`config.mk`:
```
export PLATFORM = sky130hd
export DESIGN_NAME = ncp_host_port
export DESIGN_NICKNAME = d
export VERILOG_FILES = /design/src/hdl/ncp_pkg.sv /design/src/hdl/ncp_fifo_if.sv /design/src/hdl/ncp_fifo.sv /design/src/hdl/ncp_host_port.sv
export SDC_FILE = /design/constraint.sdc
export NUM_CORES = 1
export LEC_CHECK = 0
export BUFFER_PORTS_ARGS = -buffer_cell sky130_fd_sc_hd__buf_2
export CELL_PAD_IN_SITES_DETAIL_PLACEMENT = 1
export CELL_PAD_IN_SITES_GLOBAL_PLACEMENT = 2
export CORE_UTILIZATION = 42
export DETAILED_ROUTE_END_ITERATION = 10
export PLACE_DENSITY = 0.95
export SLEW_MARGIN = 10
export SYNTH_ARGS = -nofsm -noshare
export SYNTH_HDL_FRONTEND = slang
export SYNTH_SLANG_ARGS = --single-unit
```
`constraint.sdc`:
```
create_clock -name core_clk -period 4.5 [get_ports core_clk]
set_input_delay 0.9 -clock core_clk [delete_from_list [all_inputs] [get_ports core_clk]]
set_output_delay 0.9 -clock core_clk [all_outputs]
set_load 0.05 [all_outputs]
```
`src/hdl/ncp_pkg.sv`:
```
`default_nettype none
package ncp_pkg;
    // data word and link widths
    localparam int          WORD_W        = 16;
    localparam int          CMD_W         = 2;
    localparam int          FIFO_W        = CMD_W + WORD_W;
    localparam int          FIFO_DEPTH    = 4;
    // host word addresses of the coprocessor
    localparam logic [15:0] IO_ADDR_OPCODE   = 16'h00F8;
    localparam logic [15:0] IO_ADDR_OPERAND  = 16'h00FA;
    localparam logic [15:0] IO_ADDR_POINTER  = 16'h00FC;
    localparam logic [15:0] IO_ADDR_RESERVED = 16'h00FE;
    // command codes on command_bit1/command_bit0
    localparam logic [1:0]  CMD_OPCODE    = 2'h0;
    localparam logic [1:0]  CMD_OPERAND   = 2'h1;
    localparam logic [1:0]  CMD_POINTER   = 2'h2;
    localparam logic [1:0]  CMD_RESERVED  = 2'h3;
    // select levels that address the coprocessor
    localparam logic        SEL_HIGH_ON   = 1'b1;
    localparam logic        SEL_LOW_ON    = 1'b0;
    // host clock divided by three in clock mode 0
    localparam logic [1:0]  CLK_DIV_LAST  = 2'h2;
    // sampled pin vector width
    localparam int          PIN_W         = 13 + WORD_W;
    // reset values
    localparam logic        BUSY_N_RST    = 1'b1;
    localparam logic        ERROR_N_RST   = 1'b1;
    localparam logic [WORD_W-1:0] DATA_RST = 16'h0000;

    typedef enum logic [2:0] {
        NCP_IDLE = 3'b001,
        NCP_RUN  = 3'b010,
        NCP_DONE = 3'b100
    } ncp_state_e;
endpackage
`default_nettype wire

```
`src/hdl/ncp_fifo_if.sv`:
```
`default_nettype none
interface ncp_fifo_if #(parameter int W = 18);
    logic         fill_valid;
    logic         fill_ready;
    logic [W-1:0] fill_data;
    logic         drain_valid;
    logic         drain_ready;
    logic [W-1:0] drain_data;
    modport fill  (output fill_valid, fill_data, input fill_ready);
    modport drain (input drain_valid, drain_data, output drain_ready);
    modport fifo  (input fill_valid, fill_data, drain_ready,
                   output fill_ready, drain_valid, drain_data);
endinterface
`default_nettype wire

```
`src/hdl/ncp_fifo.sv`:
```
`default_nettype none
module ncp_fifo #(
    parameter int W = 18,
    parameter int D = 4
) (
    input  wire logic core_clk,
    input  wire logic reset,
    ncp_fifo_if.fifo  f
);
    localparam int AW = $clog2(D);

    logic [W-1:0]  mem [D];
    logic [AW-1:0] wr_ptr_reg;
    logic [AW-1:0] rd_ptr_reg;
    logic [AW:0]   count_reg;
    logic          push;
    logic          pop;

    assign f.fill_ready  = (count_reg != (AW+1)'(D));
    assign f.drain_valid = (count_reg != '0);
    assign f.drain_data  = mem[rd_ptr_reg];
    assign push = f.fill_valid && f.fill_ready;
    assign pop  = f.drain_valid && f.drain_ready;

    ////////////////////////////////////////////////////////////////////////
    always_ff @(posedge core_clk) begin
        if (push) begin
            mem[wr_ptr_reg] <= f.fill_data;
        end
    end

    always_ff @(posedge core_clk) begin
        if (reset) begin
            wr_ptr_reg <= '0;
            rd_ptr_reg <= '0;
            count_reg  <= '0;
        end else begin
            if (push) begin
                wr_ptr_reg <= (wr_ptr_reg == AW'(D-1)) ? '0 : wr_ptr_reg + 1'b1;
            end
            if (pop) begin
                rd_ptr_reg <= (rd_ptr_reg == AW'(D-1)) ? '0 : rd_ptr_reg + 1'b1;
            end
            if (push && !pop) begin
                count_reg <= count_reg + 1'b1;
            end else if (pop && !push) begin
                count_reg <= count_reg - 1'b1;
            end
        end
    end
endmodule
`default_nettype wire

```
`src/hdl/ncp_host_port.sv`:
```
`default_nettype none
// Notes on behaviour
// - decode three addresses as select 10, commands 00/01/10
// - fourth address reserved, no command function
// - command bits from A1/A2, strobes from io commands
// - io transfers finish with zero wait states
// - busy held active while instruction executes
// - error asserted before busy releases
// - watch status, ready, reset, hold, clock lines
// - clock mode low divides host clock by three
// - clock mode high runs from dedicated clock
// - request held high until acknowledge goes low
// - request only while busy after an escape
module ncp_host_port
    import ncp_pkg::*;
(
    input  wire logic              core_clk,
    input  wire logic              reset,
    input  wire logic              clock_mode_select,
    input  wire logic              ext_clk_pin,
    input  wire logic              ext_select_high,
    input  wire logic              ext_select_low,
    input  wire logic              command_bit0,
    input  wire logic              command_bit1,
    input  wire logic              ext_read_strobe_n,
    input  wire logic              ext_write_strobe_n,
    input  wire logic              bus_status_1_n,
    input  wire logic              bus_status_0_n,
    input  wire logic              code_or_int_ack_status,
    input  wire logic              host_ready_n,
    input  wire logic              host_reset,
    input  wire logic              hold_acknowledge,
    input  wire logic              operand_transfer_ack_n,
    input  wire logic [WORD_W-1:0] host_data_in,
    output logic [WORD_W-1:0]      host_data_out,
    output logic                   host_data_oe,
    output logic                   busy_n,
    output logic                   error_n,
    output logic                   operand_transfer_request,
    output logic                   escape_cycle_active,
    output logic                   exec_tick,
    output logic                   exec_valid,
    output logic [CMD_W-1:0]       exec_cmd,
    output logic [WORD_W-1:0]      exec_data,
    input  wire logic              exec_ready,
    input  wire logic              exec_done,
    input  wire logic              exec_exception,
    input  wire logic              exec_operand_need,
    input  wire logic [WORD_W-1:0] exec_status_word,
    input  wire logic [WORD_W-1:0] exec_read_data
);
    logic [PIN_W-1:0]  sync1_reg;
    logic [PIN_W-1:0]  sync2_reg;
    logic [PIN_W-1:0]  pins_raw;
    logic              clk_s, sel_hi_s, sel_lo_s, rd_n_s, wr_n_s;
    logic              st1_n_s, st0_n_s, cod_s, rdy_n_s, hrst_s, hold_acknowledge_s;
    logic              ack_n_s;
    logic              mode_s;
    logic [1:0]        cmd_sync1_reg;
    logic [1:0]        cmd_sync2_reg;
    logic [1:0]        cmd_s;
    logic [WORD_W-1:0] data_s;
    logic              clk_prev_reg;
    logic              wr_n_prev_reg;
    logic              accept;
    logic              done_seen_reg;
    logic              exc_seen_reg;
    logic              req_next;
    logic [1:0]        div_cnt_reg;
    logic              tick;
    logic              selected;
    logic              wr_end;
    logic              wr_sel_reg;
    logic [1:0]        wr_cmd_reg;
    logic [WORD_W-1:0] wr_data_reg;
    logic              soft_reset;
    logic              opcode_push;
    ncp_state_e        state_reg;
    ncp_state_e        state_next;

    ncp_fifo_if #(.W(FIFO_W)) fq ();

    ncp_fifo #(.W(FIFO_W), .D(FIFO_DEPTH)) u_fifo (
        .core_clk (core_clk),
        .reset    (reset),
        .f        (fq.fifo)
    );

    function automatic logic sel_match(input logic hi, input logic lo);
        return (hi == SEL_HIGH_ON) && (lo == SEL_LOW_ON);
    endfunction

    ////////////////////////////////////////////////////////////////////////
    // pin synchroniser
    assign pins_raw = {ext_clk_pin, ext_select_high, ext_select_low,
                       ext_read_strobe_n, ext_write_strobe_n,
                       bus_status_1_n, bus_status_0_n,
                       code_or_int_ack_status, host_ready_n, host_reset,
                       hold_acknowledge, operand_transfer_ack_n,
                       clock_mode_select, host_data_in};

    always_ff @(posedge core_clk) begin
        sync1_reg     <= pins_raw;
        sync2_reg     <= sync1_reg;
        cmd_sync1_reg <= {command_bit1, command_bit0};
        cmd_sync2_reg <= cmd_sync1_reg;
    end

    assign {clk_s, sel_hi_s, sel_lo_s, rd_n_s, wr_n_s, st1_n_s, st0_n_s,
            cod_s, rdy_n_s, hrst_s, hold_acknowledge_s, ack_n_s, mode_s,
            data_s} = sync2_reg;
    // command bits follow the latched address lines
    assign cmd_s      = cmd_sync2_reg;
    assign selected   = sel_match(sel_hi_s, sel_lo_s);
    assign soft_reset = reset || hrst_s;

    ////////////////////////////////////////////////////////////////////////
    // execution rate
    always_ff @(posedge core_clk) begin
        if (reset) begin
            div_cnt_reg <= '0;
        end else if (div_cnt_reg == CLK_DIV_LAST) begin
            div_cnt_reg <= '0;
        end else begin
            div_cnt_reg <= div_cnt_reg + 2'h1;
        end
    end

    always_ff @(posedge core_clk) begin
        if (reset) begin
            clk_prev_reg <= 1'b1;
        end else begin
            clk_prev_reg <= clk_s;
        end
    end

    assign tick = mode_s ? (clk_s && !clk_prev_reg)
                         : (div_cnt_reg == CLK_DIV_LAST);

    always_ff @(posedge core_clk) begin
        if (reset) begin
            exec_tick <= 1'b0;
        end else begin
            exec_tick <= tick;
        end
    end

    ////////////////////////////////////////////////////////////////////////
    // host write cycles: capture while the strobe is low, act at its end
    always_ff @(posedge core_clk) begin
        if (reset) begin
            wr_n_prev_reg <= 1'b1;
            wr_sel_reg    <= 1'b0;
            wr_cmd_reg    <= CMD_RESERVED;
            wr_data_reg   <= DATA_RST;
        end else begin
            wr_n_prev_reg <= wr_n_s;
            if (!wr_n_s) begin
                wr_sel_reg  <= selected;
                wr_cmd_reg  <= cmd_s;
                wr_data_reg <= data_s;
            end
        end
    end

    assign wr_end = wr_n_s && !wr_n_prev_reg;
    // no ready is needed: the cycle is taken when the strobe ends
    assign accept = wr_end && wr_sel_reg && !soft_reset
                    && (wr_cmd_reg != CMD_RESERVED);
    assign opcode_push = accept && (wr_cmd_reg == CMD_OPCODE);

    assign fq.fill_valid = accept;
    assign fq.fill_data  = {wr_cmd_reg, wr_data_reg};

    // host bus cycle aimed at the coprocessor, until ready
    always_ff @(posedge core_clk) begin
        if (soft_reset) begin
            escape_cycle_active <= 1'b0;
        end else begin
            escape_cycle_active <= (escape_cycle_active && rdy_n_s)
                || (selected && cod_s && !hold_acknowledge_s
                    && !(st1_n_s && st0_n_s)
                    && !(rd_n_s && wr_n_s));
        end
    end

    ////////////////////////////////////////////////////////////////////////
    // host read cycles
    always_ff @(posedge core_clk) begin
        if (soft_reset) begin
            host_data_oe  <= 1'b0;
            host_data_out <= DATA_RST;
        end else begin
            host_data_oe  <= selected && !rd_n_s
                             && (cmd_s != CMD_RESERVED);
            host_data_out <= (cmd_s == CMD_OPCODE) ? exec_status_word
                                                   : exec_read_data;
        end
    end

    ////////////////////////////////////////////////////////////////////////
    // command stage towards the execution unit
    assign fq.drain_ready = !exec_valid || exec_ready;

    always_ff @(posedge core_clk) begin
        if (reset) begin
            exec_valid <= 1'b0;
            exec_cmd   <= CMD_OPCODE;
            exec_data  <= DATA_RST;
        end else if (fq.drain_ready) begin
            exec_valid <= fq.drain_valid;
            exec_cmd   <= fq.drain_data[FIFO_W-1:WORD_W];
            exec_data  <= fq.drain_data[WORD_W-1:0];
        end
    end

    ////////////////////////////////////////////////////////////////////////
    // instruction sequencing
    always_comb begin
        state_next = state_reg;
        case (state_reg)
            NCP_IDLE: begin
                if (opcode_push) begin
                    state_next = NCP_RUN;
                end
            end
            NCP_RUN: begin
                // a pending request holds the instruction open
                if (done_seen_reg && !operand_transfer_request) begin
                    state_next = NCP_DONE;
                end
            end
            NCP_DONE: begin
                state_next = NCP_IDLE;
            end
            default: begin
                state_next = NCP_IDLE;
            end
        endcase
    end

    always_ff @(posedge core_clk) begin
        if (soft_reset) begin
            state_reg <= NCP_IDLE;
        end else begin
            state_reg <= state_next;
        end
    end

    always_ff @(posedge core_clk) begin
        if (soft_reset) begin
            busy_n <= BUSY_N_RST;
        end else begin
            busy_n <= (state_next == NCP_IDLE);
        end
    end

    always_ff @(posedge core_clk) begin
        if (soft_reset || opcode_push) begin
            done_seen_reg <= 1'b0;
            exc_seen_reg  <= 1'b0;
        end else if ((state_reg == NCP_RUN) && exec_done) begin
            done_seen_reg <= 1'b1;
            exc_seen_reg  <= exec_exception;
        end
    end

    // error falls one cycle before busy is released
    always_ff @(posedge core_clk) begin
        if (soft_reset) begin
            error_n <= ERROR_N_RST;
        end else if (opcode_push) begin
            error_n <= 1'b1;
        end else if ((state_reg == NCP_RUN) && (state_next == NCP_DONE)
                     && exc_seen_reg) begin
            error_n <= 1'b0;
        end
    end

    ////////////////////////////////////////////////////////////////////////
    // operand transfer request
    always_comb begin
        req_next = 1'b0;
        if (state_reg == NCP_RUN) begin
            if (operand_transfer_request) begin
                req_next = ack_n_s;
            end else begin
                req_next = exec_operand_need && !done_seen_reg;
            end
        end
    end

    always_ff @(posedge core_clk) begin
        if (soft_reset) begin
            operand_transfer_request <= 1'b0;
        end else begin
            operand_transfer_request <= req_next;
        end
    end
endmodule
`default_nettype wire

```
==> metrics.csv, run 1 <==
stage;metric;value;unit
worst_setup_path;kind of end point of the critical path;flop;
worst_setup_path;number of logic stages on the critical path including buffering;9;
final_layout;Fill cells;1558;
floorplan;number of rows created at floorplan;45;
clocking;deepest level of the CTS H-tree;1;
final_layout;ant diodes;0;
yosys;synthesized-area fraction occupied by and/or/nand/nor cells;7.40;%
worst_setup_path;worst reg2reg setup slack;1.93;ns
yosys;share of async-settable or async-resettable flops after synthesis;0;%
clocking;Clock Pin Slew Worst Setup and Hold Paths;0.06;ns
sta;final hold violations;0;
min_path;endpoint of the worst hold path;sync2_reg[19]$_DFF_P_;
power;P_leak;3.29;nW
sta;maximum achievable frequency;361;MHz
yosys;YS warnings;0;
power;IR drop worst, VDD;0.000269;V
sta;fin crit period;2.77;ns
floorplan;die boundary height;128;um
worst_setup_path;r2r endpoint;u_fifo.count_reg[2]$_SDFFE_PP0P_;
yosys;adder-cell share of the synthesized area;1.62;%
yosys;proportion of netlist area held by the largest area contributor;41.5;%
worst_setup_path;critical path data required time;4.92;ns
yosys;Mean Syn Cell Area;15.3;um2
yosys;cell area after synthesis;0.00666;mm2
sta;largest clock skew in the final design;0.0116;ns
clocking;CTS tree;built;
worst_setup_path;CP max stage cell;sky130_fd_sc_hd__a2111oi_4;
min_path;Hold Path Class;reg2reg;
worst_setup_path;worst setup path startpoint;reset;
worst_setup_path;Reg2Reg Launch Point;wr_sel_reg$_SDFFE_PP0N_;
worst_setup_path;cell family contributing the most delay on the critical path;compound AO/OA/AOI/OAI gates;
sta;Setup Viol. Count Final;0;
drt;DRC marker count from the first detailed-route iteration;203;
yosys;Post-synth top flop;sky130_fd_sc_hd__dfxtp_1;
yosys;synth top area cells;sky130_fd_sc_hd__dfxtp_1, sky130_fd_sc_hd__edfxtp_1, sky130_fd_sc_hd__mux4_2;
drt;count of unresolved DRC violations after routing;0;
final_layout;max FFs per register;72;
drt;DRT antenna net count;0;
placed_design;post-detailed-placement cell area;0.00741;mm2
min_path;cell depth of the worst min-delay path;0;
placed_design;detailed placement HPWL;8.77;mm
yosys;largest area contributor in the netlist;sky130_fd_sc_hd__dfxtp_1;
worst_setup_path;max incr delay on CP;0.54;ns
power;Power per Cell Area;565;mW/mm2
global_route;maximum number of pins on one net before global-route repair;38;
drt;Via-to-Cell Ratio;4.87;
clocking;number of clock buffers inserted by TritonCTS;22;
clocking;worst-skew pair later-pin latency;0.50;ns
yosys;Synth Instances;435;
yosys;list of most frequent post-synthesis cells;sky130_fd_sc_hd__dfxtp_1, sky130_fd_sc_hd__edfxtp_1, sky130_fd_sc_hd__nand2_1, sky130_fd_sc_hd__nor2_1, sky130_fd_sc_hd__a21oi_1;
sta;accumulated negative setup slack;0;ns
final_layout;Total Nets Final;630;
floorplan;die area;0.0164;mm2
yosys;main combinational cell family by area after synthesis;multiplexers;
yosys;Seq/Total Area, Yosys;73.9;%
outcome;outcome;finished clean;
drt;Final Routed Wirelength;13.2;mm
placed_design;placer's final routability congestion estimate;0.682;
yosys;mux share of post-synthesis cell area;9.09;%
drt;post-DR wirelength/cell;16.9;um
final_layout;fraction of final layout cells sized beyond drive strength 1;31.5;%
yosys;parity-gate share of the synthesized area counting xor and xnor cells;0.263;%
floorplan;starting density of the core;43.5;%
worst_setup_path;data arrival time at the worst-slack endpoint;3.19;ns
global_route;wire length of the first global-routing pass;21.0;mm
min_path;Worst Hold Launch;sync1_reg[19]$_DFF_P_;
clocking;library cell used as clock root buffer;sky130_fd_sc_hd__clkbuf_16;
floorplan;width of the die;128;um
global_route;antenna violations before repair;0;
yosys;Synth Area in Compound Gates;6.22;%
clocking;setup bufs post-CTS;0;
floorplan;Top-Level Pins;110;
global_route;GRT Util Overall;16.6;%
sta;unrepaired setup endpoints after global routing;no;
final_layout;area of all placed cells without fillers;0.00813;mm2
worst_setup_path;maximum fanout along the worst path;7;
yosys;EDFF count, synth;72;
worst_setup_path;path depth of the worst reg2reg path;8;
yosys;top-count cell post-synth;sky130_fd_sc_hd__dfxtp_1;
sta;max-slew headroom at the worst pin;26.6;%
clocking;number of gates resized after CTS;0;
worst_setup_path;type of the worst setup path;in2reg;
run;maxcap violations;0;
yosys;synthesis-stage register bit count;210;
clocking;count of clock tree sinks;210;
final_layout;post-synthesis to final-layout area growth;22.0;%
clocking;number of hold buffers added after cts;0;
drt;DR pass1 iterations;4;
sta;Slew Viols, Final;0;
global_route;number of global-route vias before repair;4115;
global_route;remaining global-route overflow;0;
clocking;Max clock buf depth;3;
worst_setup_path;buffering stage count on the worst path with inverters included;2;
yosys;Synth cell types;43;
floorplan;core area;0.0153;mm2
sta;final worst-path cycle share;61.6;%
sta;Worst-Margin Slew;1.10;ns
yosys;net count after synthesis;512;
drt;total number of vias;3799;
placed_design;count of buffers inserted at the top-level ports;109;
worst_setup_path;startpoint kind of the worst setup timing path;primary input;
worst_setup_path;cells along the critical path;buf_2 -> nand4bb_4 -> a2111oi_4 -> ha_1 -> inv_1 -> fa_1 -> xor2_1 -> or3_1 -> a21oi_1;
## layout by cell type (no fill, tap or decap), types with 4 or more instances in the layout
master and count:
sky130_fd_sc_hd__dfxtp_1 138, sky130_fd_sc_hd__buf_2 109, sky130_fd_sc_hd__edfxtp_1 72, sky130_fd_sc_hd__nand2_1 35, sky130_fd_sc_hd__nor2_1 27, sky130_fd_sc_hd__a21oi_1 25
sky130_fd_sc_hd__clkbuf_16 23, sky130_fd_sc_hd__mux4_2 18, sky130_fd_sc_hd__a22o_1 18, sky130_fd_sc_hd__mux2i_1 17, sky130_fd_sc_hd__ha_1 7, sky130_fd_sc_hd__clkinv_2 7
sky130_fd_sc_hd__inv_1 4, sky130_fd_sc_hd__and2_1 4, sky130_fd_sc_hd__nor3_1 4, sky130_fd_sc_hd__or2_2 4
## layer usage
| layer | routed length, um | track usage (%) | vias up |
|---|---|---|---|
| met5 | 0 | 0 | - |
| met4 | 229 | 4.64 | 0 |
| met3 | 730 | 3.76 | 22 |
| met2 | 6590 | 29.5 | 109 |
| met1 | 5630 | 20.1 | 1861 |
| li1 | - | - | 1807 |
## where the power goes
| part | switching [mW] | internal [mW] |
|---|---|---|
| registers | 0.0995 | 2.08 |
| logic | 0.408 | 0.254 |
| clock network | 0.718 | 1.03 |
## how the worst max path moves through the flow
stage / end / slack [ns]
2_1_floorplan: u_fifo.count_reg[2]$_SDFFE_PP0P_ / 1.62
3_3_place_gp: u_fifo.count_reg[2]$_SDFFE_PP0P_ / 1.40
3_5_place_dp: u_fifo.count_reg[2]$_SDFFE_PP0P_ / 1.25
4_1_cts: u_fifo.count_reg[2]$_SDFFE_PP0P_ / 1.74
5_1_grt: u_fifo.count_reg[2]$_SDFFE_PP0P_ / 1.61
6_report: u_fifo.count_reg[2]$_SDFFE_PP0P_ / 1.73
## logic make-up after synthesis
logic type,count (synthesis)
flops,210
simple gates,98
compound gates,58
mux,37
buf+inv,22
fa+ha+maj,8
xor+xnor,2
## worst reg2reg max path, stage by stage (launching register included)
cell and delay (ns):
sky130_fd_sc_hd__dfxtp_1 0.40, sky130_fd_sc_hd__nand4bb_4 0.15, sky130_fd_sc_hd__a2111oi_4 0.54, sky130_fd_sc_hd__ha_1 0.31
sky130_fd_sc_hd__inv_1 0.07, sky130_fd_sc_hd__fa_1 0.37, sky130_fd_sc_hd__xor2_1 0.18, sky130_fd_sc_hd__or3_1 0.32
sky130_fd_sc_hd__a21oi_1 0.17
## through the flow
step | utilization (%) | worst slack, ns | hold WS [ns] | total power [mW] | std cells
global route | 53.1 | 1.61 | 0.334 | 4.77 | 780
detailed placement | 48.4 | 1.25 | 0.313 | 2.89 | 740
global placement | 48.4 | 1.40 | 0.311 | 2.85 | 740
CTS | 53.0 | 1.74 | 0.328 | 4.64 | 780
floorplan | - | 1.62 | 0.310 | 2.70 | 435
finish | 53.1 | 1.73 | 0.325 | 4.59 | 780
## layout make-up
| class | instances | area (um2) | share of cell area [%] |
|---|---|---|---|
| repair buffers | 112 | 568 | 6.99 |
| inverters | 4 | 15.0 | 0.185 |
| multi-input cells | 203 | 1640 | 20.2 |
| well taps | 211 | 264 | 3.25 |
| clock inverters | 12 | 98.8 | 1.22 |
| flip-flops and latches | 210 | 4920 | 60.6 |
| clock buffers | 28 | 614 | 7.56 |
No activity file was read; power rests on OpenSTA's default activity.
==> run 2: changes to the inputs <==
--- a/config.mk
+++ b/config.mk
@@ -8,9 +8,9 @@
 export BUFFER_PORTS_ARGS = -buffer_cell sky130_fd_sc_hd__buf_2
 export CELL_PAD_IN_SITES_DETAIL_PLACEMENT = 1
 export CELL_PAD_IN_SITES_GLOBAL_PLACEMENT = 2
-export CORE_UTILIZATION = 42
+export CORE_UTILIZATION = 35
 export DETAILED_ROUTE_END_ITERATION = 10
-export PLACE_DENSITY = 0.95
+export PLACE_DENSITY = 0.86
 export SLEW_MARGIN = 10
 export SYNTH_ARGS = -nofsm -noshare
 export SYNTH_HDL_FRONTEND = slang
==> constraint.sdc (replaced) <==
create_clock -name core_clk -period 2.4 [get_ports core_clk]
set_input_delay 0.48 -clock core_clk [delete_from_list [all_inputs] [get_ports core_clk]]
set_output_delay 0.48 -clock core_clk [all_outputs]
set_load 0.05 [all_outputs]
==> metrics.csv, run 2 (synthesis gave the netlist of run 1 again) <==
stage;metric;value;unit;change
outcome;outcome;finished clean;;unchanged
power;Design Power;8.57;mW;was 4.59 mW
global_route;antenna violations before repair;0;;unchanged
final_layout;ant diodes;0;;unchanged
worst_setup_path;CP max stage cell;sky130_fd_sc_hd__a2111oi_4;;unchanged
worst_setup_path;critical path data required time;2.82;ns;was 4.92 ns
sta;fin crit period;2.26;ns;
drt;Via-to-Cell Ratio;4.67;;was 4.87
clocking;number of hold buffers added after cts;0;;unchanged
worst_setup_path;type of the worst setup path;reg2reg;;was in2reg
final_layout;most frequent cells in the layout;sky130_fd_sc_hd__dfxtp_1, sky130_fd_sc_hd__buf_2, sky130_fd_sc_hd__edfxtp_1;;unchanged
sta;largest clock skew in the final design;0.0168;ns;was 0.0116 ns
global_route;remaining global-route overflow;0;;unchanged
global_route;GRT Util Overall;14.1;%;was 16.6%
power;Sw Ratio;26.5;%;was 26.7%
min_path;Hold Path Class;in2reg;;was reg2reg
sta;final hold violations;0;;unchanged
clocking;count of clock tree sinks;210;;unchanged
power;proportion of power drawn by combinational gates;14.5;%;was 14.4%
sta;max-slew headroom at the worst pin;34.5;%;was 26.6%
final_layout;final core occ;44.1;%;was 53.1%
floorplan;width of the die;140;um;was 128 um
floorplan;starting density of the core;35.6;%;was 43.5%
sta;unrepaired setup endpoints after global routing;no;;unchanged
power;IR drop worst, VDD;0.000465;V;was 0.000269 V
placed_design;count of buffers inserted at the top-level ports;109;;unchanged
final_layout;max FFs per register;72;;unchanged
drt;Final Routed Wirelength;13.5;mm;was 13.2 mm
worst_setup_path;cells along the critical path;nand4bb_4 -> a2111oi_4 -> ha_2 -> inv_2 -> fa_2 -> xor2_1 -> or3_1 -> a21oi_1;;was buf_2 -> nand4bb_4 -> a2111oi_4 -> ha_1 -> inv_1 -> fa_1 -> xor2_1 -> or3_1 -> a21oi_1
clocking;library cell used as clock root buffer;sky130_fd_sc_hd__clkbuf_16;;unchanged
final_layout;Fill cells;1888;;was 1558
clocking;Clock Pin Slew Worst Setup and Hold Paths;0.06;ns;about the same
final_layout;Total Nets Final;637;;was 630
drt;DR pass1 iterations;4;;unchanged
global_route;wire length of the first global-routing pass;21.7;mm;was 21.0 mm
worst_setup_path;data arrival time at the worst-slack endpoint;2.67;ns;was 3.19 ns
worst_setup_path;kind of end point of the critical path;flop;;unchanged
worst_setup_path;max incr delay on CP;0.37;ns;was 0.54 ns
clocking;worst-skew pair later-pin latency;0.50;ns;about the same
sta;Worst-Margin Slew;0.982;ns;was 1.10 ns
clocking;setup bufs post-CTS;0;;unchanged
worst_setup_path;buffering stage count on the worst path with inverters included;1;;was 2
power;Internal Dissipation;6.30;mW;was 3.37 mW
drt;total number of vias;3786;;was 3799
clocking;number of clock buffers inserted by TritonCTS;22;;unchanged
sta;Slew Viols, Final;0;;unchanged
drt;post-DR wirelength/cell;16.6;um;was 16.9 um
floorplan;core area;0.0187;mm2;was 0.0153 mm2
floorplan;Top-Level Pins;110;;unchanged
final_layout;leading cell type in the layout, fill and taps excluded;sky130_fd_sc_hd__dfxtp_1;;unchanged
clocking;Max clock buf depth;3;;unchanged
run;maxcap violations;0;;unchanged
sta;Setup Viol. Count Final;0;;unchanged
clocking;deepest level of the CTS H-tree;1;;unchanged
final_layout;post-synthesis to final-layout area growth;23.9;%;was 22.0%
drt;count of unresolved DRC violations after routing;0;;unchanged
floorplan;number of rows created at floorplan;50;;was 45
placed_design;placer's final routability congestion estimate;0.680;;was 0.682
global_route;maximum number of pins on one net before global-route repair;38;;unchanged
power;Power per Cell Area;1040;mW/mm2;was 565 mW/mm2
worst_setup_path;cell family contributing the most delay on the critical path;adder cells;;was compound AO/OA/AOI/OAI gates
power;power spent charging and discharging nets;2.27;mW;was 1.23 mW
drt;DRT antenna net count;0;;unchanged
drt;DRC marker count from the first detailed-route iteration;131;;was 203
worst_setup_path;maximum fanout along the worst path;3;;was 7
sta;final worst-path cycle share;94.0;%;
final_layout;fraction of final layout cells sized beyond drive strength 1;32.1;%;was 31.5%
worst_setup_path;startpoint kind of the worst setup timing path;flop;;was primary input
floorplan;die boundary height;140;um;was 128 um
sta;maximum achievable frequency;443;MHz;
power;power share of the clock group;37.7;%;was 38.1%
power;portion of total power attributed to sequential cells;47.8;%;was 47.5%
power;P_leak;3.32;nW;was 3.29 nW
clocking;number of gates resized after CTS;0;;unchanged
final_layout;multi-input gate area in the final layout;0.00165;mm2;was 0.00164 mm2
placed_design;detailed placement HPWL;8.93;mm;was 8.77 mm
final_layout;area taken by flip-flops and latches;0.00492;mm2;unchanged
global_route;number of global-route vias before repair;4172;;was 4115
floorplan;die area;0.0196;mm2;was 0.0164 mm2
clocking;CTS tree;built;;unchanged
run 2: changes by cell type in the layout (fill, tap and decap cells not counted), sizes merged:
| cell | previous run | this run |
|---|---|---|
| clkinv | 9 | 6 |
| clkinvlp | 1 | 0 |
| clkbuf | 28 | 32 |
| buf | 112 | 119 |
run 2: metrics by stage:
stage          setup slack (ns)  instances  cell area, um2  hold WS, ns  setup TNS (ns)
6_report                  0.143        810            8250       0.0861               0
2_1_floorplan           -0.0232        435            6670        0.310         -0.0232
4_1_cts                   0.121        810            8250       0.0669               0
3_5_place_dp            -0.0955        770            7550        0.313         -0.0955
3_3_place_gp            -0.0187        770            7550        0.311         -0.0187
5_1_grt                  0.0437        810            8250       0.0638               0
run 2: layout make-up:
| class | instances | share of cell area, % |
|---|---|---|
| tap | 234 | 3.55 |
| sequential | 210 | 59.7 |
| clock buffer | 32 | 7.50 |
| timing repair buffer | 119 | 8.12 |
| clock inverter | 8 | 1.02 |
| inverter | 4 | 0.182 |
| multi-input combinational | 203 | 20.0 |
run 2: worst register-to-register path: stages (launching register included):
cell,delay (ns)
sky130_fd_sc_hd__dfxtp_1,0.32
sky130_fd_sc_hd__nand4bb_4,0.24
sky130_fd_sc_hd__a2111oi_4,0.37
sky130_fd_sc_hd__ha_2,0.26
sky130_fd_sc_hd__inv_2,0.04
sky130_fd_sc_hd__fa_2,0.36
sky130_fd_sc_hd__xor2_1,0.16
sky130_fd_sc_hd__or3_1,0.31
sky130_fd_sc_hd__a21oi_1,0.13
run 2: final timing paths:
| path | start | endpoint | slack (ns) | cells past startpoint |
|---|---|---|---|---|
| worst max-delay path | sync2_reg[19]$_DFF_P_ | u_fifo.count_reg[2]$_SDFFE_PP0P_ | 0.14 | 8 |
| worst min-delay path | host_data_in[1] | sync1_reg[1]$_DFF_P_ | 0.09 | 1 |
| worst max register to register | sync2_reg[19]$_DFF_P_ | u_fifo.count_reg[2]$_SDFFE_PP0P_ | 0.14 | 8 |
| worst min register to register | sync1_reg[4]$_DFF_P_ | sync2_reg[4]$_DFF_P_ | 0.33 | 0 |
run 2: routing by layer:
layer	wire (um)	global-route usage, %	share of wire, %
met2	6740	24.8	50
met5	0	0	0
met3	546	2.56	4.1
met1	5900	17.5	44
met4	289	4.45	2.1
run 2: power by group through the flow:
stage	Combinational [mW]	Sequential, mW	Clock (mW)
after CTS	1.27	4.10	3.33
final	1.25	4.09	3.23
after detailed placement	1.26	4.18	0
after global placement	1.22	4.16	0
after floorplan	0.607	4.47	0
after global routing	1.34	4.13	3.48
